`src/csp_pkg.sv`:
```
// Constants and types for the clocked serial shift port
package csp_pkg;

    localparam int DATA_W = 32;
    localparam int IDX_W = 8;

    // Register indexes; byte address is four times the index
    localparam logic [IDX_W-1:0] IDX_STATUS = 8'h03;
    localparam logic [IDX_W-1:0] IDX_PFS = 8'h04;
    localparam logic [IDX_W-1:0] IDX_SCR = 8'h05;
    localparam logic [IDX_W-1:0] IDX_SDL = 8'h06;
    localparam logic [IDX_W-1:0] IDX_SDH = 8'h07;
    localparam logic [IDX_W-1:0] IDX_ODC = 8'h0c;
    localparam logic [IDX_W-1:0] IDX_CRL = 8'h25;
    localparam logic [IDX_W-1:0] IDX_START = 8'h40;

    // Reset values
    localparam logic [3:0] PFS_RST = 4'h0;
    localparam logic [3:0] SCR_RST = 4'h0;
    localparam logic [3:0] CRL_RST = 4'h0;
    localparam logic [3:0] ODC_RST = 4'h0;
    localparam logic [7:0] SHIFT_RST = 8'h00;
    localparam logic [2:0] CNT_RST = 3'h0;
    localparam logic [2:0] CNT_LAST = 3'h7;

    // Field positions
    localparam int PFS_SO_EN_BIT = 0;
    localparam int PFS_SI_EN_BIT = 1;
    localparam int CRL_RANGE_BIT = 0;
    localparam int CRL_IDLE_BIT = 1;
    localparam int ODC_OPEN_DRAIN_BIT = 0;
    localparam int STAT_DONE_BIT = 2;
    localparam int STAT_STATE_LSB = 4;
    localparam int STAT_CNT_LSB = 8;

    // Clock source codes of the divider select field
    localparam logic [2:0] SEL_SYSCLK = 3'h6;
    localparam logic [2:0] SEL_EXT = 3'h7;

    // Transmit clock periods in instruction cycles (one hclk each), range bit 0
    localparam int PER_W = 14;
    localparam logic [PER_W-1:0] PER_TAB [0:5] = '{14'h1000, 14'h0400, 14'h0100,
                                                  14'h0040, 14'h0010, 14'h0004};
    localparam logic [PER_W-1:0] PER_SYSCLK = 14'h0002;
    localparam logic [PER_W-1:0] PER_MIN = 14'h0002;

    typedef enum logic [1:0] {
        ST_IDLE,
        ST_CLKWAIT,
        ST_XFER,
        ST_CONT
    } csp_state_t;

    typedef struct packed {
        logic pin_en;
        logic [2:0] clk_sel;
    } csp_scr_t;

endpackage : csp_pkg

```
`src/csp_shift_port.sv`:
```
// Clocked serial shift port with AHB-Lite register slave
// Overview of operation
// Eight bits per transfer, one shift register
// Software rewrites control register on mode change
// Clock pin by control, data pins by select
// Shift register written for send, read received
// Data-out level undefined until shifted or idled
// Start clears counter; counter steps rising edges
// Eighth clock or abort: clear, flag, stop
// Divider bits plus range pick 4..8192 cycles
// Reset enters idle; clock edges ignored there
// Start in idle enters clock-wait
// First clock enters transfer or continuous clock
// Control write in clock-wait returns idle
// Transfer ends on eight clocks or start
// External returns clock-wait; internal idles, stops
// Control write in transfer initialises, idles
// Any transfer exit sets done flag
// Continuous state drives clock, no data
// Pin bits 00 give continuous; write exits
// Idle states drive data-out from idle bit
// Pin bits select continuous/transmit/receive/both
// Send LSB first falling, sample rising
// Control write stops clock, clears counter
// Software waits two cycles before start
// Software clears done flag before start
//
// The implementer's own choice: the AHB-Lite register port.
`timescale 1ns/1ps
module csp_shift_port
    import csp_pkg::*;
#(
    parameter int PERIOD_SHIFT = 0
) (
    input wire logic hclk, // Bus clock
    input wire logic hresetn, // Async reset, active low
    input wire logic hsel, // Slave select
    input wire logic [31:0] haddr, // Address
    input wire logic [1:0] htrans, // Transfer type
    input wire logic hwrite, // Write strobe
    input wire logic [2:0] hsize, // Transfer size
    input wire logic [31:0] hwdata, // Write data
    input wire logic hready, // Bus ready
    output logic [31:0] hrdata, // Read data
    output logic hreadyout, // Slave ready
    output logic hresp, // Response, always OKAY
    input wire logic sck_i, // Clock pin input
    output logic sck_o, // Clock pin output
    output logic sck_oe, // Clock pin drive enable
    input wire logic si_i, // Data-in pin
    output logic so_o, // Data-out pin
    output logic so_oe // Data-out drive enable
);

    logic wr_pend_reg;
    logic [IDX_W-1:0] widx_reg;
    logic [31:0] hrdata_reg;
    logic [3:0] pfs_reg;
    csp_scr_t scr_reg;
    logic [3:0] crl_reg;
    logic [3:0] odc_reg;
    logic [7:0] shift_reg;
    logic [2:0] cnt_reg;
    logic done_reg;
    csp_state_t state_reg;
    logic [PER_W-1:0] div_reg;
    logic int_clk_reg;
    logic sck_prev_reg;
    logic sck_oe_reg;
    logic so_reg;
    logic so_oe_reg;

    logic acc;
    logic [IDX_W-1:0] aidx;
    logic [31:0] rd_next;
    logic scr_wr, start_op, stat_wr;
    logic ext, int_run;
    logic [PER_W-1:0] per, half;
    logic int_tick, fall, rise, last_rise;
    logic so_next;

    assign acc = hsel & hready & htrans[1];
    assign aidx = haddr[IDX_W+1:2];
    assign scr_wr = wr_pend_reg && (widx_reg == IDX_SCR);
    assign start_op = wr_pend_reg && (widx_reg == IDX_START);
    assign stat_wr = wr_pend_reg && (widx_reg == IDX_STATUS);

    // Address phase capture
    always_ff @(posedge hclk or negedge hresetn) begin
        if (!hresetn) begin
            wr_pend_reg <= 1'b0;
            widx_reg <= '0;
        end else begin
            wr_pend_reg <= acc & hwrite;
            widx_reg <= aidx;
        end
    end

    // Read mux; write-only and unmapped read zero
    always_comb begin
        rd_next = 32'h0000_0000;
        case (aidx)
            IDX_STATUS: begin
                rd_next[STAT_DONE_BIT] = done_reg;
                rd_next[STAT_STATE_LSB +: 2] = state_reg;
                rd_next[STAT_CNT_LSB +: 3] = cnt_reg;
            end
            IDX_SDL: rd_next[3:0] = shift_reg[3:0];
            IDX_SDH: rd_next[3:0] = shift_reg[7:4];
            default: rd_next = 32'h0000_0000;
        endcase
    end

    always_ff @(posedge hclk or negedge hresetn) begin
        if (!hresetn) begin
            hrdata_reg <= 32'h0000_0000;
        end else if (acc && !hwrite) begin
            hrdata_reg <= rd_next;
        end
    end

    assign hrdata = hrdata_reg;
    assign hreadyout = 1'b1;
    assign hresp = 1'b0;

    // Configuration registers
    always_ff @(posedge hclk or negedge hresetn) begin
        if (!hresetn) begin
            pfs_reg <= PFS_RST;
            scr_reg <= SCR_RST;
            crl_reg <= CRL_RST;
            odc_reg <= ODC_RST;
        end else if (wr_pend_reg) begin
            if (widx_reg == IDX_PFS) begin
                pfs_reg <= hwdata[3:0];
            end
            if (widx_reg == IDX_SCR) begin
                scr_reg <= hwdata[3:0];
            end
            if (widx_reg == IDX_CRL) begin
                crl_reg <= hwdata[3:0];
            end
            if (widx_reg == IDX_ODC) begin
                odc_reg <= hwdata[3:0];
            end
        end
    end

    // Transmit clock source
    assign ext = (scr_reg.clk_sel == SEL_EXT);
    assign int_run = !ext && (state_reg != ST_IDLE) && !scr_wr;

    always_comb begin
        if (scr_reg.clk_sel == SEL_SYSCLK) begin
            per = PER_SYSCLK;
        end else if (scr_reg.clk_sel > 3'h5) begin
            per = PER_SYSCLK;
        end else begin
            per = PER_TAB[scr_reg.clk_sel] << crl_reg[CRL_RANGE_BIT];
        end
        per = per >> PERIOD_SHIFT;
        if (per < PER_MIN) begin
            per = PER_MIN;
        end
        half = per >> 1;
    end

    // Internal clock divider, idles high
    always_ff @(posedge hclk or negedge hresetn) begin
        if (!hresetn) begin
            div_reg <= '0;
            int_clk_reg <= 1'b1;
        end else if (!int_run) begin
            div_reg <= '0;
            int_clk_reg <= 1'b1;
        end else if (int_tick) begin
            div_reg <= '0;
            int_clk_reg <= ~int_clk_reg;
        end else begin
            div_reg <= div_reg + 14'h0001;
        end
    end

    assign int_tick = int_run && (div_reg >= half - 14'h0001);

    always_ff @(posedge hclk or negedge hresetn) begin
        if (!hresetn) begin
            sck_prev_reg <= 1'b1;
        end else begin
            sck_prev_reg <= sck_i;
        end
    end

    // Edge events; external edges are ignored in idle by the state machine
    always_comb begin
        if (ext) begin
            fall = sck_prev_reg & ~sck_i;
            rise = ~sck_prev_reg & sck_i;
        end else begin
            fall = int_tick & int_clk_reg;
            rise = int_tick & ~int_clk_reg;
        end
    end

    assign last_rise = (state_reg == ST_XFER) && rise && (cnt_reg == CNT_LAST);

    // State and bit counter
    always_ff @(posedge hclk or negedge hresetn) begin
        if (!hresetn) begin
            state_reg <= ST_IDLE;
            cnt_reg <= CNT_RST;
        end else if (scr_wr) begin
            state_reg <= ST_IDLE;
            cnt_reg <= CNT_RST;
        end else begin
            case (state_reg)
                ST_IDLE: begin
                    if (start_op) begin
                        state_reg <= ST_CLKWAIT;
                        cnt_reg <= CNT_RST;
                    end
                end
                ST_CLKWAIT: begin
                    if (start_op) begin
                        cnt_reg <= CNT_RST;
                    end else if (fall) begin
                        if (!ext && pfs_reg[1:0] == 2'b00) begin
                            state_reg <= ST_CONT;
                        end else begin
                            state_reg <= ST_XFER;
                        end
                    end
                end
                ST_XFER: begin
                    if (start_op) begin
                        state_reg <= ST_CLKWAIT;
                        cnt_reg <= CNT_RST;
                    end else if (last_rise) begin
                        cnt_reg <= CNT_RST;
                        state_reg <= ext ? ST_CLKWAIT : ST_IDLE;
                    end else if (rise) begin
                        cnt_reg <= cnt_reg + 3'h1;
                    end
                end
                ST_CONT: begin
                    state_reg <= ST_CONT;
                end
                default: begin
                    state_reg <= ST_IDLE;
                    cnt_reg <= CNT_RST;
                end
            endcase
        end
    end

    // Done flag; a set in the clearing cycle wins
    always_ff @(posedge hclk or negedge hresetn) begin
        if (!hresetn) begin
            done_reg <= 1'b0;
        end else if (last_rise || ((scr_wr || start_op) && state_reg == ST_XFER)) begin
            done_reg <= 1'b1;
        end else if (stat_wr && !hwdata[STAT_DONE_BIT]) begin
            done_reg <= 1'b0;
        end
    end

    // Shift register: bus write, else shift on rising edge
    always_ff @(posedge hclk or negedge hresetn) begin
        if (!hresetn) begin
            shift_reg <= SHIFT_RST;
        end else if (wr_pend_reg && widx_reg == IDX_SDL) begin
            shift_reg[3:0] <= hwdata[3:0];
        end else if (wr_pend_reg && widx_reg == IDX_SDH) begin
            shift_reg[7:4] <= hwdata[3:0];
        end else if (state_reg == ST_XFER && rise && !scr_wr && !start_op) begin
            shift_reg <= {si_i & pfs_reg[PFS_SI_EN_BIT], shift_reg[7:1]};
        end
    end

    // Data-out level
    always_comb begin
        so_next = so_reg;
        case (state_reg)
            ST_IDLE: so_next = crl_reg[CRL_IDLE_BIT];
            ST_CLKWAIT: begin
                if (fall && !scr_wr && !start_op) begin
                    so_next = shift_reg[0];
                end else begin
                    so_next = crl_reg[CRL_IDLE_BIT];
                end
            end
            ST_XFER: begin
                if (fall) begin
                    so_next = shift_reg[0];
                end
            end
            ST_CONT: so_next = so_reg;
            default: so_next = so_reg;
        endcase
    end

    // Pin registers; data-out starts low until idled or shifted
    always_ff @(posedge hclk or negedge hresetn) begin
        if (!hresetn) begin
            so_reg <= 1'b0;
            so_oe_reg <= 1'b0;
            sck_oe_reg <= 1'b0;
        end else begin
            so_reg <= so_next;
            so_oe_reg <= pfs_reg[PFS_SO_EN_BIT] & ~(odc_reg[ODC_OPEN_DRAIN_BIT] & so_next);
            sck_oe_reg <= scr_reg.pin_en & ~ext;
        end
    end

    assign so_o = so_reg;
    assign so_oe = so_oe_reg;
    assign sck_o = int_clk_reg;
    assign sck_oe = sck_oe_reg;

endmodule : csp_shift_port

```
`config.mk`:
```
export PLATFORM = sky130hd
export DESIGN_NAME = csp_shift_port
export DESIGN_NICKNAME = d
export VERILOG_FILES = /design/src/csp_pkg.sv /design/src/csp_shift_port.sv
export SDC_FILE = /design/constraint.sdc
export NUM_CORES = 1
export LEC_CHECK = 0
export BUFFER_PORTS_ARGS = -buffer_cell sky130_fd_sc_hd__buf_2
export CAP_MARGIN = 25
export CORE_ASPECT_RATIO = 0.9
export CORE_MARGIN = 2
export CORE_UTILIZATION = 55
export CTS_CLUSTER_DIAMETER = 80
export DETAILED_ROUTE_END_ITERATION = 10
export PLACE_DENSITY = 0.86
export REMOVE_ABC_BUFFERS = 1
export SETUP_SLACK_MARGIN = 0.3
export SYNTH_ARGS = -nofsm -noshare
export SYNTH_HDL_FRONTEND = slang
export SYNTH_SLANG_ARGS = --single-unit
```
`constraint.sdc`:
```
create_clock -name hclk -period 6.8 [get_ports hclk]
set_input_delay 1.02 -clock hclk [delete_from_list [all_inputs] [get_ports hclk]]
set_output_delay 1.02 -clock hclk [all_outputs]
set_load 0.005 [all_outputs]
```
==> results_dict.tcl <==
set metrics [dict create \
    post_route_cells_drive_above_1_share 0.179 \
    syn_area_um2 3510 \
    max-cap-violations 0 \
    synthAdderAreaFrac 0.0641 \
    synthTopCellsByCount "dfrtp_1, nand2_1, nor2_1, buf_4, ha_1" \
    synthTopCellsByArea "dfrtp_1, ha_1, buf_4" \
    crit_arrival_ns 4.25 \
    synth_mux_area_frac 0.0438 \
    power_uw 910 \
    cts-resized-gates 0 \
    initial_core_util 0.571 \
    rrSetupSlack_ns 2.76 \
    hold_depth 2 \
    relSlewSlack 0.506 \
    dieHeight_um 79.8 \
    synth_compound_area_frac 0.153 \
    dp_hpwl_mm 5.04 \
    fin_tns_setup_ns 0 \
    yosysTopAreaCellShare 0.413 \
    fin_skew_ns 0.00738 \
    ioPinCount 114 \
    cts_root_buffer "clkbuf_8" \
    fin_nets 486 \
    fmax_mhz 248 \
    die_w_um 88.2 \
    grt_pass1_vias 2521 \
    antenna_found_initial 0 \
    synthMostInstantiatedCell "dfrtp_1" \
    yosysTopAreaCell "dfrtp_1" \
    r2r_start "scr_reg[2]$_DFFE_PN0P_" \
    ys_ff_latch 60 \
    cts_tree "built" \
    synth_flop_cell "dfrtp_1" \
    drc 0 \
    setup_viol 0 \
    hold_viol_final 0 \
    ys_async_sr_fraction 1.00 \
    setup.worst_path.start_class "register" \
    min_to "hrdata[0]$_DFFE_PN0P_" \
    postCtsSetupBuffers 0 \
    p_leak_uw 0.00175 \
    die_area_um2 7040 \
    rows 27 \
    hold_class "register to register" \
    crit_type "register to register" \
    synth-edff-count 0 \
    cp.required_ns 7.02 \
    period_needed_ns 4.04 \
    slew_viol_final 0 \
    routedWlPerCell_um 14.4 \
    grt_max_degree 61 \
    worstHoldStart "hrdata[0]$_DFFE_PN0P_" \
    drt_pass1_iterations 5 \
    antenna_cells 0 \
    largest_reg_flops 14 \
    ys.warnings.count 0 \
    synthXorXnorAreaFrac 0.0349 \
    fin_crit_sh 0.594 \
    clk_pin_slew_ns 0.07 \
    synth_top_family_by_area "simple AND/OR/NAND/NOR gates" \
    rsz0062_at_grt "no" \
    yosys.area_share.simple 0.197 \
    ant_nets 0 \
    area_growth_syn_to_layout_pct 8.76 \
    status "complete, no violations" \
    gr-total-overflow 0 \
    synth_seq_area_share 0.428 \
    cts_sinks 60 \
    cts-buffers-inserted 9 \
    yosysUniqueCellTypes 64 \
    via_count 2722 \
    routed_via_density 5.64 \
    drt_iter0_markers 260 \
    holdBufCountCts 0 \
    grt_use_total 0.213 \
    rr_worst_depth 13 \
    cts_max_path_buffers 2 \
    grt_pass1_wl_mm 11.8 \
    globalplace.congestion 0.888 \
    worstPathMaxFanout 14 \
    clk_latency_ns 0.34 \
    worstReg2RegEnd "cnt_reg[2]$_DFFE_PN0P_" \
    fillers 500 \
    worst_slew_pin_slew_ns 0.741 \
    htree_levels 3 \
    coreArea_um2 6150 \
    power_density_nw_per_um2 238 \
    syn_inst 359 \
    endpoint_kind "register" \
    portBuffers 32 \
    drt_wl_total_mm 6.96 \
    peakVddDrop_mv 0.102 \
    syn_area_per_cell_um2 9.79 \
]
## logic make-up after synthesis
family,count (synthesis)
xor gates and xnor gates,14
adders and majority gates,18
AOI/OAI and AO/OA,72
muxes,14
other,2
and+or+nand+nor,134
DFF,60
buffers and inverters,45
## worst max-delay path: stages, from the launching register on
cell and delay, ns:
dfrtp_1 0.58, nor2b_1 0.38, nand2_1 0.13, ha_1 0.36, nor2_1 0.24, a32oi_1 0.14, ha_1 0.31, nand4_1 0.11
a21oi_1 0.06, o311ai_2 0.41, a211oi_2 0.17, or2_1 0.33, a311oi_4 0.37, mux2_4 0.33
## stage by stage
step           std cells   util  setup WS, ns  instance area [um2]  hold WS, ns
5_1_grt              483  0.621          2.47                 3820        0.514
3_3_place_gp         468  0.593          3.05                 3640        0.460
3_5_place_dp         468  0.593          2.99                 3640        0.469
2_1_floorplan        348      -          3.41                 3370        0.442
6_report             483  0.621          2.76                 3820        0.482
4_1_cts              483  0.621          2.86                 3820        0.484
## layer usage
metal | track usage | wire (um) | vias to the layer above
li1 | - | - | 1290
met1 | 0.282 | 3130 | 1296
met2 | 0.333 | 3280 | 124
met3 | 0.0610 | 451 | 12
met4 | 0.0773 | 106 | 0
met5 | 0 | 0 | -
## area by class of cell
class                           count  area [um2]  area share
Sequential cell                    60        1500       0.394
Timing Repair Buffer               33         168      0.0439
Multi-Input combinational cell    278        1830       0.478
Clock buffer                       11         151      0.0396
Clock inverter                      4        25.0     0.00655
Inverter                           10        37.5     0.00982
Tap cell                           87         109      0.0285
## worst max path at each step
stage,start,to,slack [ns],depth (start not counted)
final,scr_reg[2]$_DFFE_PN0P_,cnt_reg[2]$_DFFE_PN0P_,2.76,13
after global routing,scr_reg[2]$_DFFE_PN0P_,cnt_reg[2]$_DFFE_PN0P_,2.47,14
after CTS,scr_reg[2]$_DFFE_PN0P_,cnt_reg[2]$_DFFE_PN0P_,2.86,13
after detailed placement,scr_reg[2]$_DFFE_PN0P_,cnt_reg[2]$_DFFE_PN0P_,2.99,14
after global placement,scr_reg[0]$_DFFE_PN0P_,cnt_reg[2]$_DFFE_PN0P_,3.05,14
after floorplan,scr_reg[2]$_DFFE_PN0P_,cnt_reg[2]$_DFFE_PN0P_,3.41,13
## report_power, final
group	internal, uW	total, uW	switching [uW]
clock	148	283	134
sequential	404	456	52.5
combinational	80.1	170	90.3
## layout by cell type, fill, tap and decap left out, types with 3 or more instances in the layout
master and count:
clkbuf_8 11, o21a_1 6, and4_1 3, nand3_1 8, a32o_1 3, inv_1 10
xor2_1 6, o22a_1 4, mux2i_1 6, ha_1 18, a21oi_1 16, a22o_1 5
nand2_1 42, buf_2 32, and2_1 3, conb_1 26, nand2b_1 5, dfrtp_1 58
and3_1 4, nand4_1 7, o21ai_0 12, nor3b_1 3, mux2_2 7, xnor2_1 8
a21o_1 3, nor2_1 39
Power figures use the tool's default switching activity.
